File: src/verilog/spi_port_consts.svh
// register offsets, field positions, reset values and clock divide counts
`ifndef SPI_PORT_CONSTS_SVH
`define SPI_PORT_CONSTS_SVH
`define OFS_DATA 2'h0
`define OFS_MODE 2'h1
`define OFS_FMT 2'h2
`define MODE_RST 8'hE0
`define FMT_RST 8'h00
`define MODE_FLD_HI 7
`define MODE_FLD_LO 5
`define MODE_DEB_HI 3
`define MODE_DEB_LO 2
`define MODE_EN_BIT 1
`define MODE_ICF_BIT 0
`define FMT_SPARE_HI 7
`define FMT_SPARE_LO 6
`define FMT_POL_BIT 5
`define FMT_EDGE_BIT 4
`define FMT_ORDER_BIT 3
`define FMT_SELECT_PIN_ENABLE_BIT 2
`define FMT_WRITE_COLLISION_FLAG_BIT 1
`define FMT_TRF_BIT 0
`define DIV4_HALF 8'h01
`define DIV16_HALF 8'h07
`define DIV64_HALF 8'h1F
`define BITS_PER_BYTE 4'h8
`endif

File: src/verilog/spi_port_pkg.sv
// types shared by the serial port files
package spi_port_pkg;
    typedef enum logic [2:0]
    {
        MODE_SYS4, MODE_SYS16, MODE_SYS64, MODE_SUB, MODE_TMR, MODE_SLAVE, MODE_TWI, MODE_OFF
    } op_mode_t;
    typedef struct packed
    {
        logic sck;
        logic sdi;
        logic ss_n;
    } pin_in_t;
    typedef struct packed
    {
        logic sck_o;
        logic sck_oe;
        logic sdo_o;
        logic sdo_oe;
    } pin_out_t;
endpackage

File: src/verilog/spi_port.sv
// spi half of the shared serial module: registers, master and slave shifter
//
// Summary of operation
// - master codes 000..011 pick system clock /4, /16, /64 or sub clock
// - code 100 is master clocked at half the timer match rate
// - 101 slave from external clock; 110 two-wire; 111 serial function off
// - enable low releases all pins and stops the shifter
// - enabling again keeps the control register contents
// - slave select rising mid byte sets incomplete and complete flags
// - software setting the incomplete flag does not set the complete flag
// - idle level bit 0 idles sck high, 1 idles sck low
// - edge bit with polarity picks rising or falling sample edge
// - order bit 1 shifts msb first, 0 lsb first
// - select pin enable 0 ignores the select pin, 1 uses it
// - data write during transfer is dropped and sets collision flag
// - complete flag set at end of transfer, cleared by software
// - master data write starts full duplex byte transfer at once
// - slave shifts data out on sdo and sdi into same register
// - slave without select pin enable is always selected
// - logic keeps running in idle while its clock source runs
// - data register is eight bit read write, shared both ways
// - two spare format bits are plain read write storage
// - mode register bit 4 reads zero
// - enabled idle: sdi floats; a selected slave drives bit one on sdo, else sdo high when select pin enable is 1 (released when 0); master sck at idle level
`timescale 1ns/1ps
`include "spi_port_consts.svh"
module spi_port
(
    input wire logic clk_i,
    input wire logic rst_i,
    input wire logic cyc_i,
    input wire logic stb_i,
    input wire logic we_i,
    input wire logic [1:0] adr_i,
    input wire logic [3:0] sel_i,
    input wire logic [31:0] dat_i,
    output logic [31:0] dat_o,
    output logic ack_o,
    input wire logic sub_tick_i,
    input wire logic tmr_tick_i,
    input wire spi_port_pkg::pin_in_t pins_i,
    output spi_port_pkg::pin_out_t pins_o,
    output logic ss_used_o,
    output logic busy_o
);
    ////////////////////////////////////////////////////////////////////////////
    // register bus
    logic bus_wr;
    logic bus_rd;
    logic [7:0] data_ff;
    logic [7:0] mode_ff;
    logic [7:0] fmt_ff;
    logic [7:0] rd_data_ff;
    logic [7:0] wbyte;
    wb_byte_regs u_bus
    (
        .clk_i(clk_i),
        .rst_i(rst_i),
        .cyc_i(cyc_i),
        .stb_i(stb_i),
        .we_i(we_i),
        .sel_i(sel_i[0]),
        .ack_o(ack_o),
        .wr_o(bus_wr),
        .rd_o(bus_rd)
    );
    assign wbyte = dat_i[7:0];
    // field views
    spi_port_pkg::op_mode_t op_mode;
    logic enable;
    logic pol;
    logic edge_sel;
    logic msb_first;
    logic select_pin_enable;
    logic is_master;
    logic is_slave;
    assign op_mode = spi_port_pkg::op_mode_t'(mode_ff[`MODE_FLD_HI:`MODE_FLD_LO]);
    assign enable = mode_ff[`MODE_EN_BIT];
    assign pol = fmt_ff[`FMT_POL_BIT];
    assign edge_sel = fmt_ff[`FMT_EDGE_BIT];
    assign msb_first = fmt_ff[`FMT_ORDER_BIT];
    assign select_pin_enable = fmt_ff[`FMT_SELECT_PIN_ENABLE_BIT];
    // codes 110 and 111 leave the spi logic idle
    assign is_master = enable && (op_mode <= spi_port_pkg::MODE_TMR);
    assign is_slave = enable && (op_mode == spi_port_pkg::MODE_SLAVE);
    wire wr_data = bus_wr && (adr_i == `OFS_DATA);
    wire wr_mode = bus_wr && (adr_i == `OFS_MODE);
    wire wr_fmt = bus_wr && (adr_i == `OFS_FMT);
    ////////////////////////////////////////////////////////////////////////////
    // shifter state
    typedef enum logic [1:0] {ST_IDLE, ST_LEAD, ST_TRAIL} xfer_st_t;
    xfer_st_t st_ff;
    logic [3:0] bit_cnt_ff;
    logic sck_ff;
    logic half_tick;
    logic done_pulse;
    logic abort_pulse;
    logic slave_sel;
    logic slave_sample;
    logic slave_shift;
    logic sck_d_ff;
    logic ss_d_ff;
    logic slave_act_ff;
    logic in_bit_ff;
    logic master_sample;
    logic master_shift;
    logic master_end;
    logic [3:0] last_cnt;
    logic fin_ff;
    wire idle_lvl = !pol;
    // sample edge is rising when polarity bit equals edge bit
    // edge bit 1: the first sck edge of each bit samples, the second shifts
    // edge bit 0: the second sck edge samples, the first shifts (but not for
    // bit one, whose value already stands on sdo before any edge)
    // the far side sees our sck one clock late, so sdo never moves on a
    // sample tick; it moves on the opposite edge only
    wire sample_rise = (pol == edge_sel);
    // fin_ff keeps busy up for the extra clock that edge bit 0 needs
    wire xfer_busy = (st_ff != ST_IDLE) || slave_act_ff || fin_ff;
    assign busy_o = xfer_busy;
    shift_rate_gen u_rate
    (
        .clk_i(clk_i),
        .rst_i(rst_i),
        .run_i(is_master && (st_ff != ST_IDLE)),
        .mode_i(op_mode),
        .sub_tick_i(sub_tick_i),
        .tmr_tick_i(tmr_tick_i),
        .half_tick_o(half_tick)
    );
    // master sequencing: edge bit 1 lead half samples, trail half shifts; edge bit 0 swaps them
    always_ff @(posedge clk_i)
    begin
        if (rst_i || !is_master)
            st_ff <= ST_IDLE;
        else
        begin
            case (st_ff)
                ST_IDLE: if (wr_data) st_ff <= ST_LEAD;
                ST_LEAD: if (half_tick) st_ff <= ST_TRAIL;
                ST_TRAIL:
                    if (half_tick)
                        st_ff <= master_end ? ST_IDLE : ST_LEAD;
                default: st_ff <= ST_IDLE;
            endcase
        end
    end
    // sck out: toggles each half tick, rests at idle level
    always_ff @(posedge clk_i)
    begin
        if (rst_i)
            sck_ff <= 1'b1;
        else if (st_ff == ST_IDLE)
            sck_ff <= idle_lvl;
        else if (half_tick)
            sck_ff <= !sck_ff;
    end
    // slave edge detect on synchronous pin samples
    always_ff @(posedge clk_i)
    begin
        if (rst_i)
        begin
            sck_d_ff <= 1'b0;
            ss_d_ff <= 1'b1;
        end
        else
        begin
            sck_d_ff <= pins_i.sck;
            ss_d_ff <= pins_i.ss_n;
        end
    end
    assign slave_sel = is_slave && (!select_pin_enable || !pins_i.ss_n);
    wire sck_rise = pins_i.sck && !sck_d_ff;
    wire sck_fall = !pins_i.sck && sck_d_ff;
    assign slave_sample = slave_sel && (sample_rise ? sck_rise : sck_fall);
    assign slave_shift = slave_sel && (sample_rise ? sck_fall : sck_rise);
    // master edge roles follow the edge bit; the byte ends on the sixteenth
    // sck edge either way, which leaves sck back at its idle level
    always_comb
    begin
        master_sample = 1'b0;
        master_shift = 1'b0;
        if (edge_sel)
        begin
            last_cnt = `BITS_PER_BYTE;
            master_sample = half_tick && (st_ff == ST_LEAD);
            master_shift = half_tick && (st_ff == ST_TRAIL) && (bit_cnt_ff != `BITS_PER_BYTE);
        end
        else
        begin
            last_cnt = `BITS_PER_BYTE - 4'h1;
            master_sample = half_tick && (st_ff == ST_TRAIL);
            master_shift = half_tick && (st_ff == ST_LEAD) && (bit_cnt_ff != 4'h0);
        end
        master_end = half_tick && (st_ff == ST_TRAIL) && (bit_cnt_ff == last_cnt);
    end
    wire do_sample = master_sample || slave_sample;
    wire do_shift = master_shift || (slave_shift && slave_act_ff);
    // slave select rising edge with a partial byte aborts it
    assign abort_pulse = is_slave && select_pin_enable && pins_i.ss_n && !ss_d_ff
        && slave_act_ff;
    wire slave_done = slave_sample && (bit_cnt_ff == `BITS_PER_BYTE - 4'h1);
    // edge bit 0 reports completion one clock after the last sck edge
    assign done_pulse = slave_done || fin_ff || (master_end && edge_sel);
    // slave is busy from first sample until eighth or abort
    always_ff @(posedge clk_i)
    begin
        if (rst_i || !is_slave || abort_pulse || slave_done)
            slave_act_ff <= 1'b0;
        else if (slave_sample)
            slave_act_ff <= 1'b1;
    end
    // bit counter, reset at start of every byte
    always_ff @(posedge clk_i)
    begin
        if (rst_i || !enable || abort_pulse || slave_done)
            bit_cnt_ff <= 4'h0;
        else if ((st_ff == ST_IDLE) && !slave_act_ff && !slave_sample)
            bit_cnt_ff <= 4'h0;
        else if (do_sample)
            bit_cnt_ff <= bit_cnt_ff + 4'h1;
    end
    // sampled bit held until the shift half so sdo stays stable
    always_ff @(posedge clk_i)
    begin
        if (rst_i)
            in_bit_ff <= 1'b0;
        else if (do_sample)
            in_bit_ff <= pins_i.sdi;
    end
    // edge bit 0 ends on a sample edge: sdo must stand one more clock so the
    // far side can still take the last bit; only then is the sampled bit
    // folded into the byte
    always_ff @(posedge clk_i)
    begin
        if (rst_i || !is_master)
            fin_ff <= 1'b0;
        else
            fin_ff <= master_end && !edge_sel;
    end
    ////////////////////////////////////////////////////////////////////////////
    // data register: one byte shared by transmit and receive
    logic [7:0] shifted;
    // last bit of a slave byte lands at its sample edge
    wire [7:0] sbit = slave_done ? {7'h00, pins_i.sdi} : {7'h00, in_bit_ff};
    always_comb
    begin
        if (msb_first)
            shifted = {data_ff[6:0], sbit[0]};
        else
            shifted = {sbit[0], data_ff[7:1]};
    end
    // power-on value of the data byte is left as zero here
    always_ff @(posedge clk_i)
    begin
        if (rst_i)
            data_ff <= 8'h00;
        else if (do_shift || slave_done || fin_ff || (master_end && edge_sel))
            data_ff <= shifted;
        else if (wr_data && !xfer_busy)
            data_ff <= wbyte;
    end
    ////////////////////////////////////////////////////////////////////////////
    // control registers; enable toggles never reset them
    always_ff @(posedge clk_i)
    begin
        if (rst_i)
            mode_ff[7:1] <= 7'(`MODE_RST >> 1);
        else if (wr_mode)
        begin
            mode_ff[7:5] <= wbyte[7:5];
            mode_ff[4] <= 1'b0;
            mode_ff[3:1] <= wbyte[3:1];
        end
    end
    // incomplete flag: hardware set wins over software clear
    always_ff @(posedge clk_i)
    begin
        if (rst_i)
            mode_ff[`MODE_ICF_BIT] <= 1'b0;
        else if (abort_pulse)
            mode_ff[`MODE_ICF_BIT] <= 1'b1;
        else if (wr_mode)
            mode_ff[`MODE_ICF_BIT] <= wbyte[`MODE_ICF_BIT];
    end
    always_ff @(posedge clk_i)
    begin
        if (rst_i)
            fmt_ff[7:2] <= 6'h00;
        else if (wr_fmt)
            fmt_ff[7:2] <= wbyte[7:2];
    end
    // collision flag set by hardware, software write can set or clear it
    always_ff @(posedge clk_i)
    begin
        if (rst_i)
            fmt_ff[`FMT_WRITE_COLLISION_FLAG_BIT] <= 1'b0;
        else if (wr_data && xfer_busy)
            fmt_ff[`FMT_WRITE_COLLISION_FLAG_BIT] <= 1'b1;
        else if (wr_fmt)
            fmt_ff[`FMT_WRITE_COLLISION_FLAG_BIT] <= wbyte[`FMT_WRITE_COLLISION_FLAG_BIT];
    end
    always_ff @(posedge clk_i)
    begin
        if (rst_i)
            fmt_ff[`FMT_TRF_BIT] <= 1'b0;
        else if (done_pulse || abort_pulse)
            fmt_ff[`FMT_TRF_BIT] <= 1'b1;
        else if (wr_fmt)
            fmt_ff[`FMT_TRF_BIT] <= wbyte[`FMT_TRF_BIT];
    end
    // read data registered at the ack edge
    always_ff @(posedge clk_i)
    begin
        if (rst_i)
            rd_data_ff <= 8'h00;
        else if (cyc_i && stb_i && !ack_o)
        begin
            case (adr_i)
                `OFS_DATA: rd_data_ff <= data_ff;
                `OFS_MODE: rd_data_ff <= mode_ff;
                `OFS_FMT: rd_data_ff <= fmt_ff;
                default: rd_data_ff <= 8'h00;
            endcase
        end
    end
    assign dat_o = {24'h000000, rd_data_ff};
    ////////////////////////////////////////////////////////////////////////////
    // pins; no clock gating, so idle modes keep working with clk_i
    always_comb
    begin
        pins_o.sck_o = sck_ff;
        pins_o.sck_oe = is_master;
        // a selected slave must show bit one before the first sck edge,
        // otherwise the master would take the idle high level as data
        pins_o.sdo_o = (xfer_busy || slave_sel) ? (msb_first ? data_ff[7] : data_ff[0]) : 1'b1;
        pins_o.sdo_oe = (is_master || is_slave) && (select_pin_enable || xfer_busy || slave_sel);
    end
    assign ss_used_o = (is_master || is_slave) && select_pin_enable;
    wire unused_ok = bus_rd;
endmodule

File: src/verilog/shift_rate_gen.sv
// half-bit tick generator for master mode shift clock
`timescale 1ns/1ps
`include "spi_port_consts.svh"
module shift_rate_gen
(
    input wire logic clk_i,
    input wire logic rst_i,
    input wire logic run_i,
    input wire spi_port_pkg::op_mode_t mode_i,
    input wire logic sub_tick_i,
    input wire logic tmr_tick_i,
    output logic half_tick_o
);
    logic [7:0] cnt_ff;
    logic [7:0] limit;
    logic cnt_hit;
    // each tick is one sck half period
    always_comb
    begin
        case (mode_i)
            spi_port_pkg::MODE_SYS4: limit = `DIV4_HALF;
            spi_port_pkg::MODE_SYS16: limit = `DIV16_HALF;
            spi_port_pkg::MODE_SYS64: limit = `DIV64_HALF;
            default: limit = 8'h00;
        endcase
    end
    assign cnt_hit = (cnt_ff >= limit);
    // counter restarts with each transfer so the first edge timing is fixed
    always_ff @(posedge clk_i)
    begin
        if (rst_i || !run_i || cnt_hit)
            cnt_ff <= 8'h00;
        else
            cnt_ff <= cnt_ff + 8'h01;
    end
    // sub clock and timer match give one half period per tick
    always_comb
    begin
        case (mode_i)
            spi_port_pkg::MODE_SUB: half_tick_o = run_i && sub_tick_i;
            spi_port_pkg::MODE_TMR: half_tick_o = run_i && tmr_tick_i;
            default: half_tick_o = run_i && cnt_hit;
        endcase
    end
endmodule

File: src/verilog/wb_byte_regs.sv
// classic wishbone slave front end, one cycle ack
`timescale 1ns/1ps
module wb_byte_regs
(
    input wire logic clk_i,
    input wire logic rst_i,
    input wire logic cyc_i,
    input wire logic stb_i,
    input wire logic we_i,
    input wire logic sel_i,
    output logic ack_o,
    output logic wr_o,
    output logic rd_o
);
    logic ack_ff;
    // ack drops after one cycle so each access is taken once
    always_ff @(posedge clk_i)
    begin
        if (rst_i)
            ack_ff <= 1'b0;
        else
            ack_ff <= cyc_i && stb_i && !ack_ff;
    end
    assign ack_o = ack_ff;
    assign wr_o = ack_ff && we_i && sel_i && cyc_i && stb_i;
    assign rd_o = ack_ff && !we_i && cyc_i && stb_i;
endmodule

File: config.mk
export PLATFORM = sky130hd
export DESIGN_NAME = spi_port
export DESIGN_NICKNAME = d
export VERILOG_FILES = /design/src/verilog/spi_port_pkg.sv /design/src/verilog/spi_port.sv /design/src/verilog/shift_rate_gen.sv /design/src/verilog/wb_byte_regs.sv
export VERILOG_INCLUDE_DIRS = /design/src /design/src/verilog
export SDC_FILE = /design/constraint.sdc
export NUM_CORES = 1
export LEC_CHECK = 0
export ABC_AREA = 1
export BUFFER_PORTS_ARGS = -buffer_cell sky130_fd_sc_hd__clkbuf_2
export CORE_UTILIZATION = 44
export DETAILED_ROUTE_END_ITERATION = 8
export GPL_TIMING_DRIVEN = 0
export PLACE_DENSITY = 0.76
export SYNTH_ARGS = -nofsm -noshare
export SYNTH_HDL_FRONTEND = slang
export SYNTH_SLANG_ARGS = --single-unit
File: constraint.sdc
create_clock -name clk_i -period 2.43 [get_ports clk_i]
set_input_delay 0.243 -clock clk_i [delete_from_list [all_inputs] [get_ports clk_i]]
set_output_delay 0.243 -clock clk_i [all_outputs]
set_load 0.05 [all_outputs]
* Word level (Yosys, flattened, before mapping) *
Cells that the tools add are included.

storage, ports and cells
  register bits = 52
  word-level logic and storage cells = 155

cells by class
  magnitude comparators = 2
  $add $sub $neg = 2
  reductions and logical operators = 91
  eq/ne operators = 16
  mux-type cells = 27

operators by type and width
  kind                   number
  $logic_and A1 B1 Y1    39
  $logic_or A1 B1 Y1     24
  $mux W8                3
  $pmux W8 S3            1
  $logic_not A1 Y1       16
  $mux W1                16
  $pmux W5 S3            1
  $reduce_bool A2 Y1     6
  $add A8 B1 Y8 const B  1
  $ge A8 B5 Y1           1
  $eq A3 B2 Y1 const B   2
  $eq A3 B3 Y1 const B   2
  $mux W2                3
  $ne A2 B2 Y1 const B   3
  $pmux W2 S3            1
  $add A4 B1 Y4 const B  1
  $eq A2 B1 Y1 const B   2
  $eq A2 B2 Y1 const B   2
  $eq A4 B3 Y1 const B   1
  $eq A4 B4 Y1           1
  $logic_not A2 Y1       2
  $mux W4                1
  $ne A4 B4 Y1 const B   1
  $reduce_bool A4 Y1     1
  other kinds (7)        7

* Longest topological paths before layout *
Gate-level depths: netlist (run 1).

  depth after elaboration = 13
  depth in mapped cells = 20

* Modules after synthesis *
Synthesis (run 1) repeated with hierarchy kept, for this count alone.

second synthesis, totals
  cell total of the unflattened synthesis = 466
  area, all modules = 3,138.0 µm²

by module, submodules not included
  module          cells each  sequential area each (µm²)  area each (µm²)  instances
  spi_port        388         860.8                       2,580.0          1
  shift_rate_gen  68          160.2                       503.0            1
  wb_byte_regs    10          20.0                        55.1             1

* Worst setup path after synthesis (run 1) *
OpenSTA, ideal clock, no wires.

  path type = reg-to-reg
  from = reg mode_ff[5]
  to = reg data_ff[5]
  library setup time = 0.132 ns
  path slack = 0.283 ns
  buffers on the path = 1
  required time = 2.298 ns
  arrival time = 2.015 ns
  stages on the path, launching flop included = 19
  cell sequence = dfxtp_1 > inv_1 > nand3_1 > nand2_1 > inv_1 > ha_1 > nand2_1 > nand2_1 > nand2_1 > nand2_1 > nand2_1 > nand2_1 > nand4_1 > nand2_1 > nor2_4 > buf_6 > nand3_1 > nand2_1 > a21oi_1

on the way
  word-level cells in the longest chain between the ends = 13
  elaborated cells on any way between the ends = 34
  classes of those cells = 2 x order compare; 5 x eq/ne; 4 x mux; 23 x reduce/logical

ends and longest elaborated chain
  element                                                     RTL line                                                          text
  from (decl)                                                 spi_port.sv:51                                                    logic [7:0] mode_ff;
  from (signal assigned)                                      spi_port.sv:268                                                   mode_ff[7:1] <= 7'(`MODE_RST >> 1);
  from (signal assigned)                                      spi_port.sv:271                                                   mode_ff[7:5] <= wbyte[7:5];
  $eq A3 B2 Y1 (tied with other cells)                        shift_rate_gen.sv:20                                              case (mode_i)
  $pmux W5 S3 / $logic_and A1 B1 Y1 (equally long branches)   shift_rate_gen.sv:20, spi_port.sv:84
  $ge A8 B5 Y1 / $logic_and A1 B1 Y1 (equally long branches)  shift_rate_gen.sv:27, spi_port.sv:125
  $logic_and A1 B1 Y1 (on tied branches)                      shift_rate_gen.sv:42, shift_rate_gen.sv:40, shift_rate_gen.sv:41
  $pmux W1 S2                                                 shift_rate_gen.sv:39                                              case (mode_i)
  $logic_and A1 B1 Y1 (on tied branches)                      spi_port.sv:193, spi_port.sv:187, spi_port.sv:195
  $logic_and A1 B1 Y1 (on tied branches)                      spi_port.sv:193, spi_port.sv:187
  $mux W1                                                     spi_port.sv:183                                                   if (edge_sel)
  $logic_or A1 B1 Y1                                          spi_port.sv:198                                                   wire do_shift = master_shift || (slave_shift && slave_act_ff);
  $logic_or A1 B1 Y1 (2 in a row)                             spi_port.sv:258                                                   else if (do_shift || slave_done || fin_ff || (master_end && edge_sel))
  $logic_or A1 B1 Y1 *                                        spi_port.sv:258
  $mux W8 / $reduce_bool A2 Y1 (equally long branches)        -
  to (signal assigned)                                        spi_port.sv:259                                                   data_ff <= shifted;
  to (signal assigned)                                        spi_port.sv:261                                                   data_ff <= wbyte;
  to (decl)                                                   spi_port.sv:50                                                    logic [7:0] data_ff;

Mark *: on every way between the ends. The rest lies on a longest branch, timed or not.
A chain may end at the register's enable or synchronous reset.

* Final worst setup path (run 1) *
  from = reg mode_ff[5]
  to = reg data_ff[2]

The elaborated chain is that of the path after synthesis.

==> results of run 1 <==
timing repair:
action,CTS,global route
hold buffers,0,0
setup endpoints to repair,10,14
gates resized for setup,3,14
cloned,0,3
buffers inserted,3,8
pin swaps,2,2
cell usage in the layout, fill, tap and decap left out, types with 2 or more instances in the layout:
cell type,count
mux2i_1,3
clkbuf_1,5
xor2_1,2
inv_2,3
ha_1,7
dfxtp_1,49
nor3_1,3
o2111ai_1,2
buf_4,38
nor2_2,4
inv_4,2
nor2_1,37
nand3_2,3
nand2_1,122
inv_1,44
dfxtp_4,2
nor3_2,2
o21ai_2,2
o21ai_0,17
conb_1,26
and2_4,2
nor3b_1,2
buf_6,3
nand4_1,15
a21oi_1,29
nand2_4,6
o211ai_1,6
clkbuf_8,5
nor2_4,4
clkbuf_2,35
nand3_1,23
per-layer routing:
layer  wire (µm)  share of wire, %  vias to the layer above
li1            -                 -                     1545
met1        3580                46                     1412
met2        3620                47                      102
met3         464               6.0                       11
met4          97               1.3                        0
met5           0                 0                        -
metrics by stage:
step	total power, W	TNS, ps	area, µm²	instances
floorplan	0.00104	0	3190	468
global placement	0.00107	-217	3490	599
detailed placement	0.00107	-651	3490	599
CTS	0.00169	0	3630	610
global route	0.00174	0	3760	621
finish	0.00169	0	3760	621
synthesized netlist by cell type (all sizes together):
| cell | count |
|---|---|
| nand2 | 129 |
| dfxtp | 52 |
| inv | 49 |
| nor2 | 45 |
| a21oi | 29 |
| buf | 29 |
| nand3 | 27 |
| o21ai | 19 |
| nand4 | 16 |
| ha | 8 |
| o211ai | 6 |
| clkbuf | 5 |
| nor3 | 5 |
| mux2i | 3 |
| a31oi | 2 |
| and2 | 2 |
| nor3b | 2 |
| o2111ai | 2 |
| or2 | 2 |
| xnor2 | 2 |
| xor2 | 2 |
| a221oi | 1 |
| and3 | 1 |
| clkinv | 1 |
| conb | 1 |
| mux2 | 1 |
| o221ai | 1 |
| o31ai | 1 |
cell type report:
type,count,area (µm²),share of cell area (%)
Clock inverter,3,46.3,1.23
Timing Repair Buffer,48,274,7.29
Sequential cell,52,1050,27.9
Tap cell,96,120,3.19
Multi-Input combinational cell,333,1760,46.9
Clock buffer,5,68.8,1.83
Buffer,34,244,6.49
Inverter,50,193,5.12
state kept, by name, indices dropped and copies added, names as in the netlist:
signal,flops
bit_cnt_ff,4
data_ff,8
edge_sel,1
enable,1
fin_ff,1
fmt_ff,7
in_bit_ff,1
mode_ff,6
rd_data_ff,8
sck_d_ff,1
sck_ff,1
slave_act_ff,1
ss_d_ff,1
st_ff,2
u_bus.ack_o,1
u_rate.cnt_ff,8
path summary, 6_finish.rpt:
check	from	endpoint	slack, ps	depth (start not counted)
worst min register to register	mode_ff[2]$_SDFFE_PP0P_	mode_ff[2]$_SDFFE_PP0P_	470	2
worst max-delay path	mode_ff[5]$_SDFFE_PP1P_	data_ff[2]$_SDFFE_PP0P_	190	17
worst min-delay path	pins_i[0]	ss_d_ff$_SDFF_PP1_	150	2
worst max register to register	mode_ff[5]$_SDFFE_PP1P_	data_ff[2]$_SDFFE_PP0P_	190	17
cell families (layout without fill, tap and decap cells):
kind of cell             Yosys count  count (layout)  synth area share, %
AND/OR/NAND/NOR                  229             230                 34.9
AO/OA/AOI/OAI                     61              61                 11.4
adder cells (fa/ha/maj)            8               8                 3.23
buffers and inverters             84             140                 13.9
flip-flops                        52              52                 33.6
multiplexers                       4               4                 1.33
other                              1              26                0.121
XOR/XNOR                           4               4                 1.37
power breakdown:
part | switching (W) | internal (W)
logic | 0.000146 | 0.0000511
registers | 0.00000365 | 0.000857
clock network | 0.000321 | 0.000311
==> metrics.cfg, run 1 <==
[setup_path]
cp-start-kind = flop
path_max_fanout = 6
critPathSlowestCell = dfxtp_2
slowest_delay_ps = 370
worstPathArrival_ps = 2490
setup.worst_path.end_class = flop
worst-path-buf-inv = 3
critPathMostFrequentCell = nand2_1
path_cells = inv_4, nand3_4, nand2_1, inv_1, ha_1, nand2_1, nand2_1, nand2_1, nand2_1, nand2_2, nand2_4, nand4_1, nand2_1, nor2_4, buf_4, nand4_1, a21oi_1
criticalPathCategory = flop to flop
critPathRequiredTime_ps = 2680
crit_family = simple AND/OR/NAND/NOR gates

[run_status]
status = finished clean

[sta]
setup_viol = 0
finalCriticalPeriod_ps = 2240
maxSlewHeadroom_pct = 57.6
final_hold_viol_count = 0
worst_slack_ps = 192
finClkSkew_ps = 12.7
worst_pin_slew_ps = 634
whs_ps = 152
fin_crit_sh_pct = 92.1
fmax_ghz = 0.447
rsz0062_at_grt = false
slew_violations = 0

[global_routing]
overflow = 0
grt.met1_usage_pct = 30.1
busiest_layer = met2
grtUsageMet2_pct = 34.2
grt_pass1_vias = 2728
grtUsageTotal_pct = 21.2
grt_pass1_wl_mm = 12.5
met3_usage_pct = 2.41
grt_max_degree = 18
antenna_found_initial = 0

[drt]
drc = 0
ant_nets = 0
routed_wl_mm = 7.76
drt-vias-per-instance = 4.94
drtPass1Iterations = 5
drt_iter0_drc = 182
vias = 3070
detail_route.wl_per_cell_um = 12.5

[die]
row_count = 30
die_h_um = 85.9
dieWidth_um = 85.9
dieArea_um2 = 7380
core-area_um2 = 6790
ios = 87
initial_utilization_pct = 45.6

[logic_synthesis]
yosys_warnings = 0
ys_seq_area_share_pct = 33.6
synth_area_per_cell_um2 = 6.99
synth_area_leaders = dfxtp_1 (34%), nand2_1 (15%), buf_4 (6.5%)
synth_top_area_cell = dfxtp_1
synth_top_area_share_pct = 33.6
syn_area_um2 = 3100
yosysUniqueCellTypes = 42
netlist_instances = 443
ys_ff_latch = 52

[final_layout]
fin_util_pct = 55.3
synthToLayoutAreaGrowth_pct = 21.4
nFillCells = 684
nets = 580
layout-drive-gt1-share_pct = 23.8
diodes = 0

[clock_tree]
cts_buffers = 5
clock-root-buffer = clkbuf_8
clock_latency_ps = 320
clock_sinks = 52
cts_tree = done
clockBufferDepth = 2
clk_pin_slew_ps = 110
htreeDepth = 2

[run]
drv_cap = 0

[power]
power.leakage_nw = 1.72
p_per_area_nw_per_um2 = 449
vdd_drop_max_mv = 0.231

[place]
place_ws_ps = -119
dp_hpwl_mm = 5.87
portBuffers = 35
gp_congestion = 0.909

[worst_hold_path]
min_path_type = input pin to flop

Power figures use the tool's default switching activity.
==> inputs of run 2 (changes only) <==
--- a/config.mk
+++ b/config.mk
@@ -16,2 +16,3 @@
 export SYNTH_HDL_FRONTEND = slang
+export SYNTH_HIERARCHICAL = 1
 export SYNTH_SLANG_ARGS = --single-unit
==> constraint.sdc (replaced) <==
create_clock -name clk_i -period 2.43 [get_ports clk_i]
set_input_delay 0.1215 -clock clk_i [delete_from_list [all_inputs] [get_ports clk_i]]
set_output_delay 0.1215 -clock clk_i [all_outputs]
set_load 0.05 [all_outputs]
==> run 2 against run 1 <==
The flow now finishes with violations (setup timing). Sequential share of layout area decreased by 1.0 points. Sequential cell count did not move. Core utilization up 1.9 points. Clock skew is 6.9 ps lower. First-iteration DRC count up 20%. Clock-buffer cell count unchanged. Area after synthesis increased by 1.2%. Clock power decreased by 4.3%. Total power fell by 1.2%. Final cell count is 3.9% higher. Via count is 5.4% higher. Largest cell class unchanged. Largest power group unchanged.
==> metrics.cfg, run 2 <==
[die]
dieArea_um2 = 7460
die_h_um = 86.4
core-area_um2 = 6830
dieWidth_um = 86.4
ios = 87
row_count = 30
initial_utilization_pct = 45.9

[global_routing]
overflow = 0
grt_max_degree = 17
grtUsageTotal_pct = 21.6
antenna_found_initial = 0
grt_pass1_vias = 2721
grt_pass1_wl_mm = 12.8

[logic_synthesis]
synth_area_per_cell_um2 = 6.74
yosys_warnings = 6
syn_area_um2 = 3130
netlist_instances = 465

[setup_path]
setup.worst_path.end_class = flop
criticalPathCategory = flop to flop
cp-start-kind = flop
worstPathArrival_ps = 2830
r2r_slack_ps = -130
critPathRequiredTime_ps = 2690
path_max_fanout = 6

[drt]
drc = 0
ant_nets = 0
routed_wl_mm = 8.12
drtPass1Iterations = 5
drt-vias-per-instance = 5.02
drt_iter0_drc = 219
detail_route.wl_per_cell_um = 12.6
vias = 3235

[sta]
slew_violations = 0
fin_crit_sh_pct = 106
finClkSkew_ps = 5.78
finalSetupTns_ps = -968
rsz0062_at_grt = true
final_hold_viol_count = 0
worst_pin_slew_ps = 565
fmax_ghz = 0.390
finalCriticalPeriod_ps = 2560
setup_viol = 8
worst_slack_ps = -135
maxSlewHeadroom_pct = 62.2

[clock_tree]
clockBufferDepth = 2
htreeDepth = 2
clock_sinks = 52
clock-root-buffer = clkbuf_8
cts_buffers = 5
cts-hold-fix-buffers = 0
cts_tree = done
clk_pin_slew_ps = 100
clock_latency_ps = 310

[place]
dp.cells = 620
gp_congestion = 0.930
dp_hpwl_mm = 5.80
portBuffers = 35

[final_layout]
fin_util_pct = 57.2
nets = 604
layout-drive-gt1-share_pct = 26.2
synthToLayoutAreaGrowth_pct = 24.7
diodes = 0
reg_top3 = data_ff x8, rd_data_ff x8, u_rate/cnt_ff x8
stdcell_count = 645
mostFrequentLayoutCell = nand2_1
final_cell_mix = nand2_1 (109), inv_1 (55), dfxtp_1 (49)

[run]
drv_cap = 0

[run_status]
status = complete, but fails checks
violations = setup timing

[power]
power.leakage_nw = 1.79
p_per_area_nw_per_um2 = 427
vdd_drop_max_mv = 0.260

[worst_hold_path]
min_path_type = input pin to flop

[run 2: final timing paths]
check | from | to | cells after the start
worst min-delay path | cyc_i | u_bus/ack_o$_SDFF_PP0_ | 3
worst max-delay path | mode_ff[5]$_SDFFE_PP1P_ | data_ff[2]$_SDFFE_PP0P_ | 20
worst max register to register | mode_ff[5]$_SDFFE_PP1P_ | data_ff[2]$_SDFFE_PP0P_ | 20
worst min register to register | rd_data_ff[3]$_SDFFE_PP0P_ | rd_data_ff[3]$_SDFFE_PP0P_ | 2
[run 2: cell type report]
type / instances / area, µm²
buffer: 34 / 248
sequential: 52 / 1050
fill: 636 / 2920
tap: 96 / 120
clock buffer: 5 / 68.8
inverter: 65 / 254
multi-input combinational: 339 / 1810
timing repair buffer: 51 / 310
clock inverter: 3 / 42.5
[run 2: timing repair]
item | 4_1_cts | 5_1_grt
setup endpoints to repair | 15 | 13
gates cloned | 1 | 2
resized for setup | 20 | 20
pin swaps | 9 | 12
setup buffers | 10 | 4
[run 2: per-stage QoR]
step,hold WS (ps),setup slack [ps],total power (W),instance area [µm²]
after floorplan,228,11.0,0.00104,3230
after global placement,357,-348,0.00108,3520
after detailed placement,354,-455,0.00108,3520
after CTS,28.5,-77.5,0.00168,3780
after global routing,38.3,-317,0.00173,3910
final,32.8,-135,0.00167,3910
[run 2: where the power goes]
group / switching (W) / total [W] / internal [W]
Combinational: 0.000151 / 0.000204 / 0.0000535
Sequential: 0.00000339 / 0.000859 / 0.000856
Clock: 0.000300 / 0.000605 / 0.000305
Total: 0.000454 / 0.00167 / 0.00121
[run 2: metal layers]
layer | routed length [µm] | track usage [%] | vias up
li1 | - | - | 1616
met1 | 3470 | 28.0 | 1449
met2 | 3830 | 37.4 | 147
met3 | 614 | 2.76 | 23
met4 | 204 | 6.82 | 0
met5 | 0 | 0 | -
[run 2: worst max-delay path, cell delays in order (launching register included)]
cell,delay (ps)
dfxtp_4,370
buf_6,130
o21ai_4,220
ha_4,230
nand2_2,70
clkinv_2,70
nand2_2,80
nand3_2,70
nand2_2,100
a21oi_4,70
nand2_2,80
nor2_4,40
buf_4,140
nand3_1,80
o21ai_2,80
nor2_4,230
buf_6,160
nand4_1,110
nand3_1,100
nand2_1,50
inv_1,60
